<file path="src/verilog/css_cfg.svh">
// Offsets, field positions, reset values and cycle counts of the clock start-up block
`ifndef CSS_CFG_SVH
`define CSS_CFG_SVH
// ----------------------------------------
// Register offsets (byte addresses)
// ----------------------------------------
`define CSS_OFF_CTRL 12'h000
`define CSS_OFF_PRESC 12'h004
`define CSS_OFF_STATUS 12'h008
`define CSS_OFF_RANGE 12'h00c
// ----------------------------------------
// Control register fields
// ----------------------------------------
`define CSS_CTRL_MODE_LSB 0
`define CSS_CTRL_GO_BIT 3
`define CSS_CTRL_ASY_BIT 4
// ----------------------------------------
// Fuse codes as stored (0 = programmed) and prescaler codes
// ----------------------------------------
`define CSS_CKSEL_RC 4'h2
`define CSS_CKSEL_EXT 4'h0
`define CSS_CKSEL_RESET 4'h2
`define CSS_SUT_RESET 2'h2
`define CSS_DIV8_RESET 1'h0
`define CSS_PRESC_DIV8 4'h3
`define CSS_PRESC_DIV1 4'h0
// ----------------------------------------
// Start-up counts in source cycles; the fuse wait in pclk cycles
// ----------------------------------------
`define CSS_RST_CK 17'h0000e
`define CSS_LF_RST_CK 17'h00004
`define CSS_WAKE_SHORT 17'h00102
`define CSS_WAKE_MID 17'h00400
`define CSS_WAKE_RC 17'h00006
`define CSS_FUSE_WAIT 2'h3
`endif

</file>
<file path="src/verilog/css_pkg.sv">
// Types shared by the clock start-up block
`default_nettype none
package css_pkg;
    // Start-up sequencer states
    typedef enum logic [5:0] {
        ST_FUSE = 6'h01,
        ST_RST_CK = 6'h02,
        ST_RST_WDT = 6'h04,
        ST_RUN = 6'h08,
        ST_SLEEP = 6'h10,
        ST_WAKE = 6'h20
    } css_state_e;
    // Decoded clock source
    typedef enum logic [2:0] {
        SRC_XTAL = 3'h1,
        SRC_LF = 3'h2,
        SRC_RC = 3'h3,
        SRC_EXT = 3'h4,
        SRC_RSVD = 3'h7
    } css_source_e;
    // Sleep modes as written to the control register
    typedef enum logic [2:0] {
        SLP_IDLE = 3'h0,
        SLP_ADC = 3'h1,
        SLP_PDOWN = 3'h2,
        SLP_PSAVE = 3'h3,
        SLP_STBY = 3'h6
    } css_sleep_e;
endpackage
`default_nettype wire

</file>
<file path="src/verilog/css_cnt_if.sv">
// Handshake between the start-up sequencer and its delay counter
`default_nettype none
interface css_cnt_if;
    logic start;
    logic [16:0] target;
    logic tick;
    logic done;
    modport ctrl (output start, output target, output tick, input done);
    modport cnt (input start, input target, input tick, output done);
endinterface
`default_nettype wire

</file>
<file path="src/verilog/css_top.sv">
// Clock source selection, start-up delays and clock domain gating with APB access
//
// Our own choices: the APB slave port and the register offsets.
`default_nettype none
`include "css_cfg.svh"
module css_top #(
    parameter int unsigned WDT_SHORT_CK = 4096,
    parameter int unsigned WDT_LONG_CK = 65536,
    parameter int unsigned XTAL_LONG_CK = 16384,
    parameter int unsigned LF_LONG_CK = 32768
) (
    input wire logic pclk,
    input wire logic presetn,
    input wire logic psel,
    input wire logic penable,
    input wire logic pwrite,
    input wire logic [11:0] paddr,
    input wire logic [31:0] pwdata,
    output logic [31:0] prdata,
    output logic pready,
    output logic pslverr,
    input wire logic [3:0] clock_source_select_fuses,
    input wire logic [1:0] startup_time_fuses,
    input wire logic divide_by_eight_fuse,
    input wire logic oscillator_input_pin,
    input wire logic lf_crystal_pin,
    input wire logic rc_oscillator_tick,
    input wire logic watchdog_oscillator,
    input wire logic wake_event,
    output logic oscillator_output_pin,
    output logic core_clock_en,
    output logic peripheral_clock_en,
    output logic flash_interface_clock_en,
    output logic async_timer_clock_en,
    output logic converter_clock_en,
    output logic [3:0] prescale_select
);
    // ----------------------------------------
    // State record
    // ----------------------------------------
    typedef struct packed {
        css_pkg::css_state_e st;
        logic [1:0] fuse_wait;
        logic [3:0] cksel;
        logic [1:0] sut;
        logic div8;
        css_pkg::css_sleep_e mode;
        css_pkg::css_sleep_e sleep_mode;
        logic async_en;
        logic [3:0] presc;
        logic [31:0] rdata;
        logic cnt_start;
        logic [16:0] cnt_target;
        logic cnt_wdt;
        logic core_en;
        logic io_en;
        logic asy_en;
        logic adc_en;
    } css_top_s;
    css_top_s q, next_q;

    // ----------------------------------------
    // Pin synchronisers and delay counter
    // ----------------------------------------
    logic [8:0] pin_raw;
    logic [8:0] pin_lvl;
    logic [8:0] pin_rise;
    logic src_tick;
    logic wdt_tick;
    logic wake_rise;
    logic [3:0] fuse_cksel_s;
    logic [1:0] fuse_sut_s;
    logic fuse_div8_s;
    css_pkg::css_source_e src;

    assign pin_raw = {divide_by_eight_fuse, startup_time_fuses, clock_source_select_fuses[3:0],
                      wake_event, watchdog_oscillator};
    css_sync #(.W(9)) u_sync_ctl (
        .pclk(pclk),
        .presetn(presetn),
        .pin(pin_raw),
        .level(pin_lvl),
        .rise(pin_rise)
    );

    logic [2:0] src_lvl;
    logic [2:0] src_rise;
    css_sync #(.W(3)) u_sync_src (
        .pclk(pclk),
        .presetn(presetn),
        .pin({rc_oscillator_tick, lf_crystal_pin, oscillator_input_pin}),
        .level(src_lvl),
        .rise(src_rise)
    );

    // Fuse levels and event edges after synchronisation
    assign fuse_cksel_s = pin_lvl[5:2];
    assign fuse_sut_s = pin_lvl[7:6];
    assign fuse_div8_s = pin_lvl[8];
    assign wdt_tick = pin_rise[0];
    assign wake_rise = pin_rise[1];

    css_cnt_if cif ();
    css_delay u_delay (
        .pclk(pclk),
        .presetn(presetn),
        .cif(cif)
    );

    // ----------------------------------------
    // Fuse decoding
    // ----------------------------------------
    // Codes are compared as stored, so a programmed bit reads 0
    function automatic css_pkg::css_source_e decode_src(input logic [3:0] ck);
        if (ck[3]) begin
            decode_src = css_pkg::SRC_XTAL;
        end else if (ck[3:1] == 3'h3) begin
            decode_src = css_pkg::SRC_LF;
        end else if (ck == `CSS_CKSEL_RC) begin
            decode_src = css_pkg::SRC_RC;
        end else if (ck == `CSS_CKSEL_EXT) begin
            decode_src = css_pkg::SRC_EXT;
        end else begin
            decode_src = css_pkg::SRC_RSVD;
        end
    endfunction

    // Source cycles to wait on wake from the deep sleep modes
    function automatic logic [16:0] wake_count(input css_pkg::css_source_e s,
                                               input logic b0, input logic [1:0] su);
        wake_count = `CSS_WAKE_RC;
        if (s == css_pkg::SRC_XTAL) begin
            if (!b0 && !su[1]) begin
                wake_count = `CSS_WAKE_SHORT;
            end else if (!b0 || su == 2'h0) begin
                wake_count = `CSS_WAKE_MID;
            end else begin
                wake_count = XTAL_LONG_CK[16:0];
            end
        end else if (s == css_pkg::SRC_LF) begin
            wake_count = b0 ? LF_LONG_CK[16:0] : `CSS_WAKE_MID;
        end
    endfunction

    // Watchdog cycles of the reset time-out
    function automatic logic [16:0] wdt_count(input css_pkg::css_source_e s,
                                              input logic b0, input logic [1:0] su);
        logic [1:0] sel;
        sel = su;
        if (s == css_pkg::SRC_XTAL) begin
            unique case ({b0, su})
                3'h0, 3'h3, 3'h6: sel = 2'h1;
                3'h1, 3'h4, 3'h7: sel = 2'h2;
                default: sel = 2'h0;
            endcase
        end
        unique case (sel)
            2'h0: wdt_count = 17'h00000;
            2'h1: wdt_count = WDT_SHORT_CK[16:0];
            default: wdt_count = WDT_LONG_CK[16:0];
        endcase
    endfunction

    assign src = decode_src(q.cksel);

    // Selected source edge counts the source-cycle delays
    always_comb begin
        unique case (src)
            css_pkg::SRC_LF: src_tick = src_rise[1];
            css_pkg::SRC_RC: src_tick = src_rise[2];
            default: src_tick = src_rise[0];
        endcase
    end

    assign cif.start = q.cnt_start;
    assign cif.target = q.cnt_target;
    assign cif.tick = q.cnt_wdt ? wdt_tick : src_tick;

    // ----------------------------------------
    // APB decode
    // ----------------------------------------
    logic setup;
    logic wr_acc;
    logic hit;
    assign setup = psel && !penable;
    assign wr_acc = psel && penable && pwrite;
    assign hit = (paddr == `CSS_OFF_CTRL) || (paddr == `CSS_OFF_PRESC) ||
                 (paddr == `CSS_OFF_STATUS) || (paddr == `CSS_OFF_RANGE);

    // ----------------------------------------
    // Sequencer, registers and clock gates
    // ----------------------------------------
    always_comb begin
        next_q = q;
        next_q.cnt_start = 1'b0;
        // Read data is prepared in the setup cycle
        if (setup) begin
            unique case (paddr)
                `CSS_OFF_CTRL: next_q.rdata = {27'h0, q.async_en, 1'b0, q.mode};
                `CSS_OFF_PRESC: next_q.rdata = {28'h0, q.presc};
                `CSS_OFF_STATUS: next_q.rdata = {16'h0, q.st, src, q.div8,
                                                 q.sut, q.cksel};
                `CSS_OFF_RANGE: next_q.rdata = {29'h0, q.cksel[3:1]};
                default: next_q.rdata = 32'h00000000;
            endcase
        end
        // Register writes; the sleep request is honoured only while running
        if (wr_acc && paddr == `CSS_OFF_CTRL) begin
            next_q.mode = css_pkg::css_sleep_e'(pwdata[`CSS_CTRL_MODE_LSB +: 3]);
            next_q.async_en = pwdata[`CSS_CTRL_ASY_BIT];
        end
        if (wr_acc && paddr == `CSS_OFF_PRESC) begin
            next_q.presc = pwdata[3:0];
        end
        unique case (q.st)
            // Fuse levels are taken once the synchroniser has settled
            css_pkg::ST_FUSE: begin
                next_q.fuse_wait = q.fuse_wait + 2'h1;
                if (q.fuse_wait == `CSS_FUSE_WAIT) begin
                    next_q.cksel = fuse_cksel_s;
                    next_q.sut = fuse_sut_s;
                    next_q.div8 = fuse_div8_s;
                    next_q.presc = fuse_div8_s ? `CSS_PRESC_DIV1 : `CSS_PRESC_DIV8;
                    next_q.st = css_pkg::ST_RST_CK;
                    next_q.cnt_start = 1'b1;
                    next_q.cnt_wdt = 1'b0;
                    next_q.cnt_target = (decode_src(fuse_cksel_s) == css_pkg::SRC_LF) ?
                                        `CSS_LF_RST_CK : `CSS_RST_CK;
                end
            end
            // Fixed source cycles after reset, then the watchdog time-out
            css_pkg::ST_RST_CK: begin
                if (!q.cnt_start && cif.done) begin
                    next_q.st = css_pkg::ST_RST_WDT;
                    next_q.cnt_start = 1'b1;
                    next_q.cnt_wdt = 1'b1;
                    next_q.cnt_target = wdt_count(src, q.cksel[0], q.sut);
                end
            end
            css_pkg::ST_RST_WDT: begin
                if (!q.cnt_start && cif.done) begin
                    next_q.st = css_pkg::ST_RUN;
                end
            end
            // Software asks for sleep with the go bit
            css_pkg::ST_RUN: begin
                if (wr_acc && paddr == `CSS_OFF_CTRL && pwdata[`CSS_CTRL_GO_BIT]) begin
                    next_q.st = css_pkg::ST_SLEEP;
                    next_q.sleep_mode = css_pkg::css_sleep_e'(pwdata[2:0]);
                end
            end
            // Wake events come through a synchroniser on the free-running clock
            css_pkg::ST_SLEEP: begin
                if (wake_rise) begin
                    if (q.sleep_mode == css_pkg::SLP_PDOWN ||
                        q.sleep_mode == css_pkg::SLP_PSAVE ||
                        q.sleep_mode == css_pkg::SLP_STBY) begin
                        next_q.st = css_pkg::ST_WAKE;
                        next_q.cnt_start = 1'b1;
                        next_q.cnt_wdt = 1'b0;
                        next_q.cnt_target = wake_count(src, q.cksel[0], q.sut);
                    end else begin
                        next_q.st = css_pkg::ST_RUN;
                    end
                end
            end
            // Selected source times the oscillator settling before execution
            css_pkg::ST_WAKE: begin
                if (!q.cnt_start && cif.done) begin
                    next_q.st = css_pkg::ST_RUN;
                end
            end
        endcase
        // Gates follow the state being entered
        next_q.core_en = (next_q.st == css_pkg::ST_RUN);
        next_q.io_en = next_q.core_en;
        next_q.adc_en = next_q.core_en;
        next_q.asy_en = q.async_en && (next_q.st == css_pkg::ST_RUN);
        if (next_q.st == css_pkg::ST_SLEEP) begin
            unique case (next_q.sleep_mode)
                css_pkg::SLP_ADC: begin
                    next_q.adc_en = 1'b1;
                    next_q.asy_en = q.async_en;
                end
                css_pkg::SLP_PSAVE: begin
                    next_q.asy_en = q.async_en;
                end
                css_pkg::SLP_PDOWN, css_pkg::SLP_STBY: begin
                    next_q.asy_en = 1'b0;
                end
                default: begin
                    next_q.io_en = 1'b1;
                    next_q.adc_en = 1'b1;
                    next_q.asy_en = q.async_en;
                end
            endcase
        end
    end

    // State register; delivered fuse setting until the pins are sampled
    always_ff @(posedge pclk or negedge presetn) begin
        if (!presetn) begin
            q <= '0;
            q.st <= css_pkg::ST_FUSE;
            q.cksel <= `CSS_CKSEL_RESET;
            q.sut <= `CSS_SUT_RESET;
            q.div8 <= `CSS_DIV8_RESET;
            q.presc <= `CSS_PRESC_DIV8;
            q.mode <= css_pkg::SLP_IDLE;
            q.sleep_mode <= css_pkg::SLP_IDLE;
        end else begin
            q <= next_q;
        end
    end

    // ----------------------------------------
    // Outputs
    // ----------------------------------------
    assign prdata = q.rdata;
    assign pready = 1'b1;
    assign pslverr = psel && penable && !hit;
    assign core_clock_en = q.core_en;
    assign flash_interface_clock_en = q.core_en;
    assign peripheral_clock_en = q.io_en;
    assign async_timer_clock_en = q.asy_en;
    assign converter_clock_en = q.adc_en;
    assign prescale_select = q.presc;
    // Amplifier output drives only when the crystal oscillator is chosen
    assign oscillator_output_pin = (src == css_pkg::SRC_XTAL) && !src_lvl[0];
endmodule
`default_nettype wire

</file>
<file path="src/verilog/css_sync.sv">
// Two-stage synchroniser with rising-edge pulses for pin inputs
`default_nettype none
module css_sync #(
    parameter int W = 6
) (
    input wire logic pclk,
    input wire logic presetn,
    input wire logic [W-1:0] pin,
    output logic [W-1:0] level,
    output logic [W-1:0] rise
);
    typedef struct packed {
        logic [W-1:0] s1;
        logic [W-1:0] s2;
        logic [W-1:0] s3;
    } css_sync_s;
    css_sync_s q, next_q;

    // First stage feeds only the second; edges are seen between stages two and three
    always_comb begin
        next_q = '{s1: pin, s2: q.s1, s3: q.s2};
    end

    always_ff @(posedge pclk or negedge presetn) begin
        if (!presetn) begin
            q <= '0;
        end else begin
            q <= next_q;
        end
    end

    assign level = q.s2;
    assign rise = q.s2 & ~q.s3;
endmodule
`default_nettype wire

</file>
<file path="src/verilog/css_delay.sv">
// Counts tick pulses up to a target and then holds done
`default_nettype none
module css_delay (
    input wire logic pclk,
    input wire logic presetn,
    css_cnt_if.cnt cif
);
    typedef struct packed {
        logic [16:0] count;
        logic done;
    } css_delay_s;
    css_delay_s q, next_q;

    // Start clears the count; a zero target is done at once
    always_comb begin
        next_q = q;
        if (cif.start) begin
            next_q.count = 17'h00000;
            next_q.done = (cif.target == 17'h00000);
        end else if (cif.tick && !q.done) begin
            next_q.count = q.count + 17'h00001;
            next_q.done = ((q.count + 17'h00001) >= cif.target);
        end
    end

    always_ff @(posedge pclk or negedge presetn) begin
        if (!presetn) begin
            q <= '0;
        end else begin
            q <= next_q;
        end
    end

    assign cif.done = q.done;
endmodule
`default_nettype wire

</file>
<file path="config.mk">
export PLATFORM = sky130hd
export DESIGN_NAME = css_top
export DESIGN_NICKNAME = d
export VERILOG_FILES = /design/src/verilog/css_pkg.sv /design/src/verilog/css_cnt_if.sv /design/src/verilog/css_top.sv /design/src/verilog/css_sync.sv /design/src/verilog/css_delay.sv
export VERILOG_INCLUDE_DIRS = /design/src /design/src/verilog
export SDC_FILE = /design/constraint.sdc
export NUM_CORES = 1
export LEC_CHECK = 0
export BUFFER_PORTS_ARGS = -buffer_cell sky130_fd_sc_hd__buf_2
export CAP_MARGIN = 20
export CORE_MARGIN = 3
export CORE_UTILIZATION = 25
export CTS_BUF_LIST = sky130_fd_sc_hd__clkbuf_16
export CTS_CLUSTER_DIAMETER = 100
export DETAILED_ROUTE_END_ITERATION = 6
export SLEW_MARGIN = 40
export SYNTH_ARGS = -nofsm -noshare
export SYNTH_HDL_FRONTEND = slang
export SYNTH_HIERARCHICAL = 1
export SYNTH_SLANG_ARGS = --single-unit
</file>
<file path="constraint.sdc">
create_clock -name pclk -period 3.5 [get_ports pclk]
set_input_delay 0.875 -clock pclk [delete_from_list [all_inputs] [get_ports pclk]]
set_output_delay 0.875 -clock pclk [all_outputs]
set_load 0.03 [all_outputs]
</file>
Word level (Yosys, flattened, before mapping)

Cells that the tools add are included.

Add/subtract/negate cells: 2
$lt $le $gt $ge: 1
Eq/ne operators: 37
Muxes and demuxes: 48
Bitwise logic cells: 4
Reductions and logical operators: 42

Operators with widths:

| kind                  | number |
|---|---|
| $mux 19               | 4 |
| $pmux 16 s4           | 1 |
| $pmux 19 s3           | 1 |
| $mux 18               | 2 |
| $mux 6                | 6 |
| $pmux 17 s2           | 1 |
| $mux 3                | 11 |
| $mux 16               | 2 |
| $eq 3x2->1 const B    | 10 |
| $mux 15               | 2 |
| $pmux 6 s5            | 1 |
| $eq 12x4->1 const B   | 2 |
| $add 17x1->17 const B | 1 |
| $ge 17x17->1          | 1 |
| $logic_not 17->1      | 1 |
| $mux 17               | 1 |
| $mux 4                | 4 |
| $eq 3x3->1 const B    | 5 |
| $eq 12x3->1 const B   | 1 |
| $eq 6x4->1 const B    | 2 |
| $eq 6x5->1 const B    | 2 |
| $logic_and 1x1->1     | 12 |
| $logic_not 12->1      | 1 |
| $mux 2                | 6 |
| 29 further kinds      | 54 |

Register bits: 128
Output and inout bits: 44

Logic depth before layout (Yosys ltp)

Gate-level depths: netlist of run 1.

Depth in word-level cells: 13
Gate-level depth with buffers: 11

By module

The synthesis of run 1 kept the hierarchy.

Modules (own cells, without submodules):

| module                 | times used | cells an instance | area each (µm²) | sequential area each (µm²) |
|---|---|---|---|---|
| css_top                | 1          | 332               | 3120.5          | 1432.6 |
| css_delay              | 1          | 190               | 1595.3          | 450.4 |
| css_sync at u_sync_ctl | 1          | 45                | 867.1           | 675.6 |
| css_sync at u_sync_src | 1          | 15                | 289.0           | 225.2 |

Least setup slack after synthesis of run 1

No wires, ideal clock.

Path type: input port to flip-flop
Start point: input paddr[1]
End point: register q, in the netlist async_timer_clock_en
Setup time: 0.078 ns
Data arrival time: 2.994 ns
Path slack: 0.428 ns
Stages on the path: 6
Cells stage by stage: or4_4 -> or4_4 -> o21a_1 -> or3_1 -> a2111o_1 -> a21boi_1

RTL lines:

| what                 | line           | RTL |
|---|---|---|
| start, declared      | css_top.sv:17  | `input wire logic [11:0] paddr,` |
| end signal, assigned | css_top.sv:312 | `q <= next_q;` |
| end, declared        | css_top.sv:60  | `css_top_s q, next_q;` |

Worst setup path after layout of run 1

Start point: input paddr[1]
End point: output pslverr

Longest elaborated chain between the ends: 6
Elaborated cells on any way between the ends: 9

Ends and longest elaborated chain:

| what                                                   | line           | RTL |
|---|---|---|
| $eq 12x3->1 / $logic_not 12->1 (equally long branches) | n/a            |  |
| $logic_or 1x1->1 (2 in series)                         | css_top.sv:187 | `` assign hit = (paddr == `CSS_OFF_CTRL) \|\| (paddr == `CSS_OFF_PRESC) \|\| `` |
| $logic_or 1x1->1 *                                     | css_top.sv:187 |  |
| $logic_not 1->1 *                                      | css_top.sv:321 | `assign pslverr = psel && penable && !hit;` |
| $logic_and 1x1->1 *                                    | css_top.sv:321 |  |
| end, declared                                          | css_top.sv:21  | `output logic pslverr,` |

Every way passes the cells marked *; elsewhere a longest branch is shown, timed or not.

==> results of run 1 <==
[metrics by stage]
| step | area, sq um | hold WS, ns |
|---|---|---|
| floorplan | 5690 | 0.331 |
| global route | 6240 | 0.361 |
| global placement | 5940 | 0.332 |
| detailed placement | 5940 | 0.336 |
| CTS | 6240 | 0.352 |
| finish | 6240 | 0.349 |
[state kept, by name, summed over array words and instances (netlist names), 2 cells and up]
signal and count:
q 23, u_delay/q 17, prdata 16, cif.target 9, u_sync_ctl/level 9, u_sync_ctl/next_q 9, prescale_select 4, u_sync_src/level 3
u_sync_src/next_q 3, u_sync_src/q 3, u_sync_ctl/q 2
[worst max-delay path, stage by stage]
cell and delay [ns]:
buf_2 0.10, or4_4 0.53, or4_4 0.53, and3_2 0.23, buf_2 0.17
[metal layers]
metal	GRT usage, %	wire, um
met1	14.6	6030
met2	14.8	5110
met3	2.11	489
met4	3.54	184
met5	0	0
[power groups by stage]
stage | sequential [mW] | clock, mW | combinational [mW]
after floorplan | 1.36 | 0 | 0.441
after global placement | 1.37 | 0 | 0.566
after detailed placement | 1.37 | 0 | 0.568
after CTS | 1.35 | 1.06 | 0.574
after global routing | 1.36 | 1.10 | 0.645
final | 1.35 | 1.02 | 0.570
[worst min path at each step]
stage / depth (start not counted) / slack, ns / from / end
after floorplan: 0 / 0.33 / u_sync_ctl/next_q[9] / u_sync_ctl/level[0]
after global placement: 0 / 0.33 / u_sync_ctl/next_q[10] / u_sync_ctl/level[1]
after detailed placement: 0 / 0.34 / u_sync_ctl/next_q[12] / u_sync_ctl/level[3]
after CTS: 0 / 0.35 / u_sync_ctl/next_q[12] / u_sync_ctl/level[3]
after global routing: 0 / 0.36 / u_sync_src/next_q[4] / u_sync_src/level[1]
final: 0 / 0.35 / u_sync_ctl/next_q[12] / u_sync_ctl/level[3]
[cell usage in the layout, fill, tap and decap left out, types with 10 or more instances in the layout]
cell     instances
o21ai_0         21
xor2_1          17
dfrtp_1         99
nand3_1         16
a22o_1          10
a21oi_1         18
xnor2_1         13
conb_1          33
inv_1           28
nand2_1         72
nor2b_1         11
nor2_1          34
ha_1            19
buf_2           59
[layout make-up]
cell class | instances | area (sq um) | area share (%)
multi-input cells | 392 | 2510 | 40.3
inverters | 27 | 101 | 1.62
clock inverters | 7 | 72.6 | 1.16
repair buffers | 68 | 375 | 6.02
clock buffers | 9 | 225 | 3.61
well taps | 275 | 344 | 5.52
flip-flops and latches | 104 | 2610 | 41.8
==> run_results.csv, run 1 <==
group,metric,value,unit
power,finalPower,2.93,mW
synth,syn_area,5570,sq um
critical_path,critPathKind,"in -> out",
route,ant_nets,0,
floorplan,start_util,25.9,%
route,drt_first_pass_iters,6,
synth,netlist_instances,564,
timing,maxSlewViolCount,0,
cells_and_area,fin_util,29.0,%
critical_path,worst_ep_arrival_time,2.43,ns
cells_and_area,nNetsFinal,682,
global_routing,grt_pass1_vias,3784,
timing,hold_viol,0,
route,wl_per_cell,13.4,um
floorplan,core_area,21500,sq um
place,dp_hpwl,8.77,mm
synth,synth.avg_cell_area,9.88,sq um
power,peakVddDrop,0.359,mV
place,gp_congestion,0.898,
place,preCtsSetupSlack,0.179,ns
cells_and_area,n_fill_cell,2296,
cells_and_area,final_layout_size_suffix_gt1_share,18.0,%
timing,setup_tns,0,ns
power,p_int,2.05,mW
timing,setup_viol,0,
floorplan,ioPinCount,105,
floorplan,die_h,155,um
clocking,cts_made_buffers,9,
critical_path,critPathCapture,"pslverr",
timing,worst_slack,0.193,ns
power,pwr-share-seq,46.0,%
critical_path,r2r_end,"u_delay/cif.done",
critical_path,worst_setup_path_start_kind,"input pin",
power,p_switching,883,uW
cells_and_area,antenna_cells,0,
critical_path,ff2ff_path_depth,9,
power,power.density,470,nW/um^2
cells_and_area,finalNonFillerCells,882,
critical_path,endpoint_kind,"output pin",
run_status,status,"finished clean",
power,p_leak,2.97,nW
power,p_comb_share,19.4,%
clocking,cts_resized,0,
route,wl,11.8,mm
clocking,clkTransAtPathRegs,0.07,ns
clocking,cts_tree,"done",
clocking,cts_hold_buf,0,
clocking,cts.sinks,104,
route,drcViolationCount,0,
timing,max_freq,302,MHz
clocking,clockBufferDepth,2,
critical_path,r2r_slack,0.70,ns
cells_and_area,syn_to_final_growth,12.0,%
flow_run,cap_viol_max_count,0,
timing,min_period,3.31,ns
place,dp_cells,866,
route,drt_iter0_drc,180,
global_routing,grt_first_pass_wirelength,19.5,mm
clocking,h-tree-depth,3,
power,clockPowerShare,34.6,%
route,via_per_inst,4.47,
timing,finalCritPeriodShare,94.5,%
timing,max_slew_margin,53.8,%
floorplan,die_x,155,um
timing,max_slew.worst_pin.slew,0.692,ns
floorplan,die-area,24100,sq um
critical_path,r2r_start,"u_delay/q[3]",
timing,finClkSkew,0.00574,ns
clocking,worstSkewPairLatency,0.35,ns
clocking,clockRootBuffer,"clkbuf_16",
power,switching_share,30.1,%
floorplan,rows,53,
hold_path,min_path_type,"reg -> reg",
critical_path,cp_max_fo,4,
global_routing,gr-total-overflow,0,
global_routing,grt_max_degree,54,
critical_path,critPathLaunch,"paddr[1]",
clocking,postCtsSetupRepairBufs,0,
global_routing,antenna_found_initial,0,
synth,yosys_warnings,6,
route,dr_total_vias,3939,
place,io_buffer_count,60,
critical_path,worst-endpoint-required,2.62,ns
global_routing,grt_util_all_layers,10.1,%
timing,rsz0062_at_grt,"false",
No activity file was read; power rests on OpenSTA's default activity.
==> inputs of run 2 (changes only) <==
- CELL_PAD_IN_SITES_DETAIL_PLACEMENT: unset -> 0
- CELL_PAD_IN_SITES_GLOBAL_PLACEMENT: unset -> 1
- PLACE_DENSITY_LB_ADDON: unset -> 0.1
==> run_results.csv, run 2 (synthesized netlist as in run 1, its figures left out) <==
group,metric,value,unit
critical_path,worst-endpoint-required,2.62,ns
clocking,postCtsSetupRepairBufs,0,
power,finalPower,2.99,mW
global_routing,antenna_found_initial,0,
timing,max_freq,303,MHz
floorplan,start_util,25.9,%
place,gp_congestion,0.737,
clocking,cts.sinks,104,
critical_path,ff2ff_path_depth,9,
cells_and_area,n_fill_cell,2289,
clocking,cts_resized,0,
global_routing,gr-total-overflow,0,
cells_and_area,nNetsFinal,684,
route,top_layer,"met4",
clocking,clockRootBuffer,"clkbuf_16",
floorplan,die_h,155,um
route,drt_iter0_drc,157,
critical_path,critPathKind,"in -> out",
place,dp_hpwl,9.95,mm
cells_and_area,finalNonFillerCells,884,
timing,rsz0062_at_grt,"false",
floorplan,die-area,24100,sq um
timing,max_slew_margin,49.6,%
run_status,status,"finished clean",
timing,hold_viol,0,
timing,setup_viol,0,
power,power.density,477,nW/um^2
floorplan,ioPinCount,105,
clocking,cts_tree,"done",
floorplan,die_x,155,um
route,wl_per_cell,15.2,um
global_routing,grt_pass1_vias,4041,
timing,min_period,3.30,ns
route,dr_wl_met2,6.07,mm
critical_path,worst_setup_path_start_kind,"input pin",
critical_path,worst_ep_arrival_time,2.43,ns
cells_and_area,final_common_cell,"dfrtp_1",
cells_and_area,antenna_cells,0,
place,io_buffer_count,60,
global_routing,grt_max_degree,63,
route,ant_nets,0,
route,via_per_inst,4.50,
timing,finClkSkew,0.00802,ns
timing,finalCritPeriodShare,94.3,%
flow_run,cap_viol_max_count,0,
route,drt_first_pass_iters,5,
route,wl,13.4,mm
route,drcViolationCount,0,
floorplan,rows,53,
clocking,clockBufferDepth,2,
power,p_leak,2.98,nW
cells_and_area,syn_to_final_growth,12.4,%
route,wl_met1,6.73,mm
power,peakVddDrop,0.225,mV
timing,maxSlewViolCount,0,
cells_and_area,top_register,"q",
clocking,cts_made_buffers,9,
critical_path,cp_max_fo,4,
timing,setup_tns,0,ns
global_routing,grt_first_pass_wirelength,22.0,mm
hold_path,min_path_type,"reg -> reg",
clocking,h-tree-depth,3,
floorplan,core_area,21500,sq um
critical_path,endpoint_kind,"output pin",
place,preCtsSetupSlack,0.125,ns
timing,fin_worst_hold_slack,0.348,ns
cells_and_area,final_layout_size_suffix_gt1_share,18.4,%
place,dp_cells,868,
route,dr_total_vias,3974,
route,wl_met3,518,um
clocking,worstSkewPairLatency,0.35,ns
clocking,cts_hold_buf,0,
cells_and_area,layout_common_cells,"dfrtp_1 (99), nand2_1 (72), buf_2 (59)",
timing,worst_slack,0.199,ns
global_routing,grt_util_all_layers,11.5,%
cells_and_area,largest_register_ff_count,23,
clocking,clkTransAtPathRegs,0.08,ns
timing,max_slew.worst_pin.slew,0.757,ns
hold_path,hold_depth,0,
-- run 2: area by class of cell --
type                       instances  area, sq um  area share (%)
timing repair buffer              70          390            6.24
clock buffer                       9          225            3.60
clock inverter                     7         78.8            1.26
tap                              275          344            5.50
sequential                       104         2610            41.7
multi-input combinational        392         2510            40.1
inverter                          27          101            1.62
-- run 2: final timing paths --
check | slack, ns | to | start
setup / recovery | 0.20 | pslverr | paddr[1]
hold / removal | 0.35 | u_sync_ctl/level[8] | u_sync_ctl/next_q[17]
setup reg to reg | 0.71 | u_delay/cif.done | u_delay/q[3]
hold reg to reg | 0.35 | u_sync_ctl/level[8] | u_sync_ctl/next_q[17]
max in group asynchronous | 2.19 | q[68] | presetn
min in group asynchronous | 0.52 | u_sync_ctl/level[1] | presetn
-- run 2: layer usage --
metal,vias up,global-route usage [%]
met5,-,0
met1,1934,16.5
met4,0,2.88
met3,6,2.36
met2,81,17.8
li1,1953,-
-- run 2: report_power, final --
| part | total, mW | leakage [nW] | switching, mW | internal (mW) |
|---|---|---|---|---|
| logic | 0.578 | 1.48 | 0.354 | 0.224 |
| registers | 1.35 | 1.35 | 0.0773 | 1.27 |
| clock network | 1.06 | 0.144 | 0.495 | 0.565 |
-- run 2: worst max-delay path: stages --
cell and delay, ns:
buf_2 0.10, or4_4 0.53, or4_4 0.53, and3_2 0.23
buf_2 0.17
-- run 2: stage by stage --
step           utilization [%]  instance area, sq um
2_1_floorplan                -                  5690
3_5_place_dp              27.7                  5960
4_1_cts                   29.1                  6260
5_1_grt                   29.1                  6260
3_3_place_gp              27.7                  5960
6_report                  29.1                  6260
